--- config.mk ---
export PLATFORM = sky130hd
export DESIGN_NAME = dosd_top
export DESIGN_NICKNAME = d
export VERILOG_FILES = /design/src/hw/dosd_pkg.sv /design/src/hw/dosd_sync.sv /design/src/hw/dosd_top.sv
export VERILOG_INCLUDE_DIRS = /design/src /design/src/hw
export SDC_FILE = /design/constraint.sdc
export NUM_CORES = 1
export LEC_CHECK = 0
export ABC_AREA = 1
export BUFFER_PORTS_ARGS = -buffer_cell sky130_fd_sc_hd__buf_4
export CORE_AREA = 2 2 110 112
export CTS_CLUSTER_DIAMETER = 40
export DETAILED_ROUTE_END_ITERATION = 6
export DIE_AREA = 0 0 112 114
export PLACE_DENSITY = 0.72
export SKIP_CTS_REPAIR_TIMING = 1
export SYNTH_ARGS = -nofsm -noshare
export SYNTH_HDL_FRONTEND = slang
export SYNTH_SLANG_ARGS = --single-unit
--- constraint.sdc ---
create_clock -name core_clk_i -period 4 [get_ports core_clk_i]
set_input_delay 0.4 -clock core_clk_i [delete_from_list [all_inputs] [get_ports core_clk_i]]
set_output_delay 0.4 -clock core_clk_i [all_outputs]
set_load 0.02 [all_outputs]
--- src/hw/dosd_defines.svh ---
`ifndef DOSD_DEFINES_SVH
`define DOSD_DEFINES_SVH

// Clock rate and the per-ID spin-up delay step
`define DOSD_CLK_HZ          200000000
`define DOSD_DELAY_STEP_SEC  12
// Cycles in one whole second at the core clock
`define DOSD_CYC_PER_SEC     (`DOSD_CLK_HZ)
// Settling cycles after reset release before straps are captured
`define DOSD_SETTLE_CYC      16
// Reset value of the applied bus ID
`define DOSD_RST_ID          4'h0

`endif

--- src/hw/dosd_pkg.sv ---
package dosd_pkg;

    // One set of strap levels, one source
    typedef struct packed {
        logic [3:0] bus_id;
        logic       force_single_ended;
        logic       delayed_start_sel;
        logic       motor_start_on_cmd;
        logic       write_protect;
        logic       parity_disable_strap;
    } dosd_straps_t;

    typedef enum logic [2:0] {
        DOSD_SETTLE,
        DOSD_DECIDE,
        DOSD_DELAY,
        DOSD_WAIT_CMD,
        DOSD_SPIN
    } dosd_spin_state_t;

endpackage : dosd_pkg

--- src/hw/dosd_sync.sv ---
`timescale 1ns/1ps
`default_nettype none

// Three-stage pin synchroniser; output changes when stages two and three agree
module dosd_sync #(
    parameter int WIDTH = 1
) (
    input  wire logic             core_clk_i,
    input  wire logic             rst_n_i,
    input  wire logic [WIDTH-1:0] pin_i,
    output logic      [WIDTH-1:0] level_o
);
    logic [WIDTH-1:0] meta;
    logic [WIDTH-1:0] s2;
    logic [WIDTH-1:0] s3;
    logic [WIDTH-1:0] next_level;

    // Accept a bit only once it is seen stable for two stages
    always_comb begin
        for (int i = 0; i < WIDTH; i++) begin
            next_level[i] = (s2[i] == s3[i]) ? s2[i] : level_o[i];
        end
    end

    // Meta is read only by s2
    always_ff @(posedge core_clk_i or negedge rst_n_i) begin
        if (!rst_n_i) begin
            meta    <= '0;
            s2      <= '0;
            s3      <= '0;
            level_o <= '0;
        end else begin
            meta    <= pin_i;
            s2      <= meta;
            s3      <= s2;
            level_o <= next_level;
        end
    end
endmodule : dosd_sync

`default_nettype wire

--- src/hw/dosd_top.sv ---
`timescale 1ns/1ps
`default_nettype none
`include "dosd_defines.svh"

module dosd_top #(
    parameter int unsigned CYC_PER_SEC = `DOSD_CYC_PER_SEC,
    parameter int unsigned STEP_SEC    = `DOSD_DELAY_STEP_SEC
) (
    input  wire logic                  core_clk_i,
    input  wire logic                  rst_n_i,
    input  wire logic                  cabled_variant_i,
    input  wire dosd_pkg::dosd_straps_t header_straps_i,
    input  wire dosd_pkg::dosd_straps_t host_io_straps_i,
    input  wire logic                  differential_sense_line_i,
    input  wire logic                  start_unit_cmd_i,
    input  wire logic                  write_req_i,
    input  wire logic                  rx_parity_valid_i,
    input  wire logic                  rx_parity_ok_i,
    output logic                       lvd_mode_o,
    output logic                       spindle_start_o,
    output logic                       write_allow_o,
    output logic                       write_refused_o,
    output logic                       parity_check_en_o,
    output logic                       parity_error_o,
    output logic [3:0]                 bus_id_o,
    output logic                       straps_latched_o
);
    localparam int SW = $bits(dosd_pkg::dosd_straps_t);

    logic [SW-1:0]          hdr_sync;
    logic [SW-1:0]          host_sync;
    logic                   sense_sync;
    logic                   variant_sync;
    dosd_pkg::dosd_straps_t strap_sel;

    // Pins come from outside the clock domain
    dosd_sync #(.WIDTH(SW)) u_sync_hdr (
        .core_clk_i (core_clk_i),
        .rst_n_i    (rst_n_i),
        .pin_i      (header_straps_i),
        .level_o    (hdr_sync)
    );
    dosd_sync #(.WIDTH(SW)) u_sync_host (
        .core_clk_i (core_clk_i),
        .rst_n_i    (rst_n_i),
        .pin_i      (host_io_straps_i),
        .level_o    (host_sync)
    );
    dosd_sync #(.WIDTH(2)) u_sync_misc (
        .core_clk_i (core_clk_i),
        .rst_n_i    (rst_n_i),
        .pin_i      ({differential_sense_line_i, cabled_variant_i}),
        .level_o    ({sense_sync, variant_sync})
    );

    // Source select by variant
    assign strap_sel = variant_sync ? dosd_pkg::dosd_straps_t'(host_sync)
                                    : dosd_pkg::dosd_straps_t'(hdr_sync);

    dosd_pkg::dosd_spin_state_t state;
    dosd_pkg::dosd_spin_state_t next_state;
    dosd_pkg::dosd_straps_t     cfg;
    dosd_pkg::dosd_straps_t     next_cfg;
    logic [31:0]                sec_cnt;
    logic [31:0]                next_sec_cnt;
    logic [7:0]                 sec_left;
    logic [7:0]                 next_sec_left;
    logic                       next_spindle;
    logic                       next_latched;

    // Startup sequencer; settle lets synchronisers fill before capture
    always_comb begin
        next_state    = state;
        next_cfg      = cfg;
        next_sec_cnt  = sec_cnt;
        next_sec_left = sec_left;
        next_spindle  = spindle_start_o;
        next_latched  = straps_latched_o;
        case (state)
            dosd_pkg::DOSD_SETTLE: begin
                next_sec_cnt = sec_cnt + 32'h1;
                if (sec_cnt == 32'(`DOSD_SETTLE_CYC)) begin
                    next_cfg     = strap_sel;
                    next_latched = 1'b1;
                    next_sec_cnt = '0;
                    next_state   = dosd_pkg::DOSD_DECIDE;
                end
            end
            dosd_pkg::DOSD_DECIDE: begin
                // Start-on-command overrides the delay
                if (cfg.motor_start_on_cmd) begin
                    next_state = dosd_pkg::DOSD_WAIT_CMD;
                end else if (cfg.delayed_start_sel && cfg.bus_id != 4'h0) begin
                    next_sec_left = 8'(cfg.bus_id * STEP_SEC);
                    next_state    = dosd_pkg::DOSD_DELAY;
                end else begin
                    next_spindle = 1'b1;
                    next_state   = dosd_pkg::DOSD_SPIN;
                end
            end
            dosd_pkg::DOSD_DELAY: begin
                // Whole seconds counted from the core clock
                if (sec_cnt == 32'(CYC_PER_SEC - 1)) begin
                    next_sec_cnt  = '0;
                    next_sec_left = sec_left - 8'h1;
                    if (sec_left == 8'h1) begin
                        next_spindle = 1'b1;
                        next_state   = dosd_pkg::DOSD_SPIN;
                    end
                end else begin
                    next_sec_cnt = sec_cnt + 32'h1;
                end
            end
            dosd_pkg::DOSD_WAIT_CMD: begin
                if (start_unit_cmd_i) begin
                    next_spindle = 1'b1;
                    next_state   = dosd_pkg::DOSD_SPIN;
                end
            end
            dosd_pkg::DOSD_SPIN: begin
                next_spindle = 1'b1;
            end
            default: next_state = dosd_pkg::DOSD_SETTLE;
        endcase
    end

    always_ff @(posedge core_clk_i or negedge rst_n_i) begin
        if (!rst_n_i) begin
            state            <= dosd_pkg::DOSD_SETTLE;
            cfg              <= '0;
            sec_cnt          <= '0;
            sec_left         <= '0;
            spindle_start_o  <= 1'b0;
            straps_latched_o <= 1'b0;
        end else begin
            state            <= next_state;
            cfg              <= next_cfg;
            sec_cnt          <= next_sec_cnt;
            sec_left         <= next_sec_left;
            spindle_start_o  <= next_spindle;
            straps_latched_o <= next_latched;
        end
    end

    logic       next_lvd;
    logic       next_wallow;
    logic       next_wref;
    logic       next_pen;
    logic       next_perr;

    // Applied settings; safe values until capture (no writes, single-ended mode)
    always_comb begin
        next_lvd    = straps_latched_o && !cfg.force_single_ended && sense_sync;
        next_wallow = straps_latched_o && !cfg.write_protect;
        next_wref   = write_req_i && !next_wallow;
        next_pen    = straps_latched_o && !cfg.parity_disable_strap;
        next_perr   = next_pen && rx_parity_valid_i && !rx_parity_ok_i;
    end

    always_ff @(posedge core_clk_i or negedge rst_n_i) begin
        if (!rst_n_i) begin
            lvd_mode_o        <= 1'b0;
            write_allow_o     <= 1'b0;
            write_refused_o   <= 1'b0;
            parity_check_en_o <= 1'b0;
            parity_error_o    <= 1'b0;
            bus_id_o          <= `DOSD_RST_ID;
        end else begin
            lvd_mode_o        <= next_lvd;
            write_allow_o     <= next_wallow;
            write_refused_o   <= next_wref;
            parity_check_en_o <= next_pen;
            parity_error_o    <= next_perr;
            bus_id_o          <= cfg.bus_id;
        end
    end

    // Assertions
    force_single_a: assert property (@(posedge core_clk_i) disable iff (!rst_n_i)
        straps_latched_o && cfg.force_single_ended |=> !lvd_mode_o)
        else $error("lvd mode while single-ended forced");
    sense_follow_a: assert property (@(posedge core_clk_i) disable iff (!rst_n_i)
        straps_latched_o && !cfg.force_single_ended |=> lvd_mode_o == $past(sense_sync))
        else $error("bus mode does not follow sense line");
    immediate_start_a: assert property (@(posedge core_clk_i) disable iff (!rst_n_i)
        state == dosd_pkg::DOSD_DECIDE && !cfg.motor_start_on_cmd && !cfg.delayed_start_sel
        |=> spindle_start_o)
        else $error("spindle did not start at once");
    cmd_hold_a: assert property (@(posedge core_clk_i) disable iff (!rst_n_i)
        state == dosd_pkg::DOSD_WAIT_CMD && !start_unit_cmd_i |=> !spindle_start_o)
        else $error("spindle started without command");
    cmd_start_a: assert property (@(posedge core_clk_i) disable iff (!rst_n_i)
        state == dosd_pkg::DOSD_WAIT_CMD && start_unit_cmd_i |=> spindle_start_o)
        else $error("start command ignored");
    delay_hold_a: assert property (@(posedge core_clk_i) disable iff (!rst_n_i)
        state == dosd_pkg::DOSD_DELAY |-> !spindle_start_o && sec_left != 8'h0)
        else $error("spindle ran during delay");
    wp_refuse_a: assert property (@(posedge core_clk_i) disable iff (!rst_n_i)
        straps_latched_o && cfg.write_protect && write_req_i |=> write_refused_o && !write_allow_o)
        else $error("write passed while protected");
    parity_off_a: assert property (@(posedge core_clk_i) disable iff (!rst_n_i)
        straps_latched_o && cfg.parity_disable_strap |=> !parity_error_o && !parity_check_en_o)
        else $error("parity reported while disabled");
    parity_report_a: assert property (@(posedge core_clk_i) disable iff (!rst_n_i)
        straps_latched_o && !cfg.parity_disable_strap && rx_parity_valid_i && !rx_parity_ok_i
        |=> parity_error_o)
        else $error("parity error not reported");
    cfg_frozen_a: assert property (@(posedge core_clk_i) disable iff (!rst_n_i)
        straps_latched_o |=> $stable(cfg))
        else $error("straps changed after capture");
    // Applied outputs settle one edge after capture, so look two edges on
    opts_frozen_a: assert property (@(posedge core_clk_i) disable iff (!rst_n_i)
        straps_latched_o && $past(straps_latched_o, 2)
        |-> $stable(bus_id_o) && $stable(write_allow_o) && $stable(parity_check_en_o))
        else $error("applied options moved after capture");

    cmd_start_c: cover property (@(posedge core_clk_i) disable iff (!rst_n_i)
        state == dosd_pkg::DOSD_WAIT_CMD ##1 spindle_start_o);
    delay_start_c: cover property (@(posedge core_clk_i) disable iff (!rst_n_i)
        state == dosd_pkg::DOSD_DELAY ##1 state == dosd_pkg::DOSD_SPIN);
    wp_c: cover property (@(posedge core_clk_i) disable iff (!rst_n_i) write_refused_o);
    perr_c: cover property (@(posedge core_clk_i) disable iff (!rst_n_i) parity_error_o);
endmodule : dosd_top

`default_nettype wire

==> reports/results.txt <==
Run status: finished, final reports clean
Skew final: 7.42 ps
Die Span Y: 114 µm
Die Width: 112 µm
Yosys warns: 0
R2R depth: 11
VDD IR max: 0.401 mV
FF+latch count, synth: 143
Starting Density: 53.2%
Total gr overflow: 0
HP Class: in2async
Max Cap Viol: 0
Power, Total: 4260 µW
CTS tree: yes
First-pass GRT wire length: 21.9 mm
Area of the mapped netlist: 6230 µm²
Period utilization: 48.2%
Slowest library cell on the worst path: dfrtp_1
Pin count of the biggest net entering global routing: 99
Crit path top cell by count: nand2_1
Total CTS buffers: 17
Hold slack: 69.3 ps
Syn Area/Cell: 9.51 µm²
Worst path required time: 4290 ps
Critical Path Max Stage Delay: 410 ps
Final net count: 744
Fmax: 0.519 GHz
Port bufs: 36
Sequential share of the synthesized area: 57.5%
Gp weighted congestion: 0.948
Worst rel slew slack: 42.6%
CP startpoint: sec_cnt[0]
DP Wirelength: 9.01 mm
Cell variety after synth: 36
Post-synthesis cell count: 655
Vias in the first global route: 4603
Final setup TNS: 0 ps
Share of cells above drive strength 1: 14.2%
R2R Path Start: sec_cnt[0]
Routed WL per cell: 14.8 µm
CP Capture Type: register
Setup Viol. Count Final: 0
Most common cell after layout, fill and taps aside: nand2_1
Worst setup SP type: register
Initial DRC count: 237
Clk sinks: 143
Crit path cell chain: inv_1, ha_1, nand2_1, nor2_1, nand2_1, nor2_1, nand2_1, nand2_1, nand3_4, inv_1, nor2_1
Die area: 12800 µm²
Placed cells: 834
Root Driver: clkbuf_16
Hold Vio Cnt, Final: 0
Leak: 0.00362 µW
Final WS setup: 2070 ps
Num ports: 37
Non-filler instance count after layout: 866
Crit Path Class: reg2reg
Crit path DAT: 2220 ps
Minimum clock period: 1930 ps
Initial antenna violation count: 0
Vias per std cell: 5.15
Clock-pin slew on the worst setup and hold paths: 60 ps
Total global-route track usage: 21.9%
Rows: 40
Slew @ Worst Pin: 860 ps
Synthesized net count: 693
PwrDens: 587 nW/µm²
Clock Tree Buf Depth: 2
# diodes: 0
Worst skew pair latency: 410 ps
Max Slew Vio Count: 0
H-tree lvl count: 4
Pre-CTS setup slack: 2120 ps
Total wire length: 12.8 mm
RSZ-0062 raised after global routing: false
Crit Path Max Fanout: 14
DRC Markers: 0
Core Footprint: 11700 µm²
Pre-antenna DRT Iters: 5
ANT nets after route: 0
Area growth from synthesis to layout: 16.6%
Commonest non-fill, non-tap cells in the layout: 156 x nand2_1, 143 x dfrtp_1, 93 x inv_1
Vias: 4462
-- registers in the layout (all words and copies together), names as in the netlist, 2 cells and up --
name and flops:
u_sync_hdr.s3 9, u_sync_hdr.level_o 9, bus_id_o 4, u_sync_host.s3 9, state 3, sec_cnt 32, u_sync_misc.s2 2, u_sync_misc.level_o 2
sec_left 8, cfg 9, u_sync_misc.s3 2, u_sync_misc.meta 2, u_sync_host.level_o 9, u_sync_host.meta 9, u_sync_host.s2 9, u_sync_hdr.s2 9
u_sync_hdr.meta 9
-- worst max-delay path, delay by kind of cell, from the launching register on --
kind,cells,cell delay [ps]
adder cells (fa/ha/maj),1,190
flip-flops,1,410
AND/OR/NAND/NOR,8,880
buffers and inverters,2,320
-- cells by family after synthesis --
group,synth area share [%]
adder cells (fa/ha/maj),5.75
AND/OR/NAND/NOR,23.8
flip-flops,57.5
AO/OA/AOI/OAI,3.60
multiplexers,0.522
XOR/XNOR,2.39
buffers and inverters,6.51
-- final cells by class --
cell class	instances	area [µm²]
clock inverter	10	126
fill	972	4450
tap	147	184
timing repair buffer	38	289
sequential	143	3580
multi-input combinational	410	2240
clock buffer	22	474
inverter	96	365
-- metal layers --
| layer | share of wire, % | GRT usage, % |
|---|---|---|
| met3 | 4.8 | 5.63 |
| met5 | 0 | 0 |
| met1 | 43 | 27.4 |
| met2 | 50 | 36.9 |
| met4 | 2.2 | 8.54 |
-- synthesized netlist by cell type --
| cell type | number | share of area, % |
|---|---|---|
| nor2_1 | 66 | 4.0 |
| a21oi_1 | 4 | 0.32 |
| a31oi_1 | 1 | 0.10 |
| nor2b_1 | 1 | 0.10 |
| nor3_1 | 20 | 1.6 |
| buf_6 | 2 | 0.36 |
| dfrtp_1 | 143 | 57 |
| inv_2 | 1 | 0.060 |
| and2_1 | 1 | 0.10 |
| mux2i_1 | 1 | 0.16 |
| clkbuf_1 | 2 | 0.12 |
| inv_1 | 93 | 5.6 |
| nand3_4 | 2 | 0.56 |
| o21ai_1 | 3 | 0.24 |
| o211ai_1 | 7 | 0.84 |
| nand2_1 | 156 | 9.4 |
| nand3_2 | 1 | 0.16 |
| fa_1 | 1 | 0.32 |
| maj3_1 | 20 | 3.2 |
| nand4_1 | 14 | 1.4 |
| o21ai_2 | 5 | 0.70 |
| xnor2_1 | 1 | 0.14 |
| buf_2 | 2 | 0.16 |
| inv_4 | 2 | 0.20 |
| o22ai_1 | 1 | 0.10 |
| mux2_2 | 2 | 0.36 |
| nor2_4 | 8 | 1.4 |
| nand2_2 | 3 | 0.30 |
| and3_1 | 2 | 0.20 |
| and3_2 | 1 | 0.12 |
| xor2_1 | 16 | 2.3 |
| nand3_1 | 37 | 3.0 |
| ha_1 | 11 | 2.2 |
| o21ai_0 | 16 | 1.3 |
| nor2_2 | 3 | 0.30 |
| nand2_4 | 6 | 1.1 |
-- worst paths after layout --
path | endpoint | slack [ps]
hold / removal | sec_cnt[26] | 70
min in group core_clk_i | u_sync_hdr.meta[8] | 90
setup / recovery | sec_cnt[24] | 2070
setup reg to reg | sec_cnt[24] | 2070
max in group asynchronous | cfg[5] | 3050
hold reg to reg | u_sync_misc.s2[1] | 350
-- power breakdown --
part	leakage (µW)	total [µW]	switching, µW	internal [µW]
logic	0.00155	902	581	322
clock network	0.000289	1570	591	977
registers	0.00177	1790	154	1640
-- through the flow --
stage | cell area, µm² | utilization [%]
final | 7260 | 62.0
after global routing | 7260 | 62.0
after CTS | 7260 | 62.0
after detailed placement | 6660 | 56.9
after global placement | 6660 | 56.9
after floorplan | 6230 | -
No activity file was read; power rests on OpenSTA's default activity.
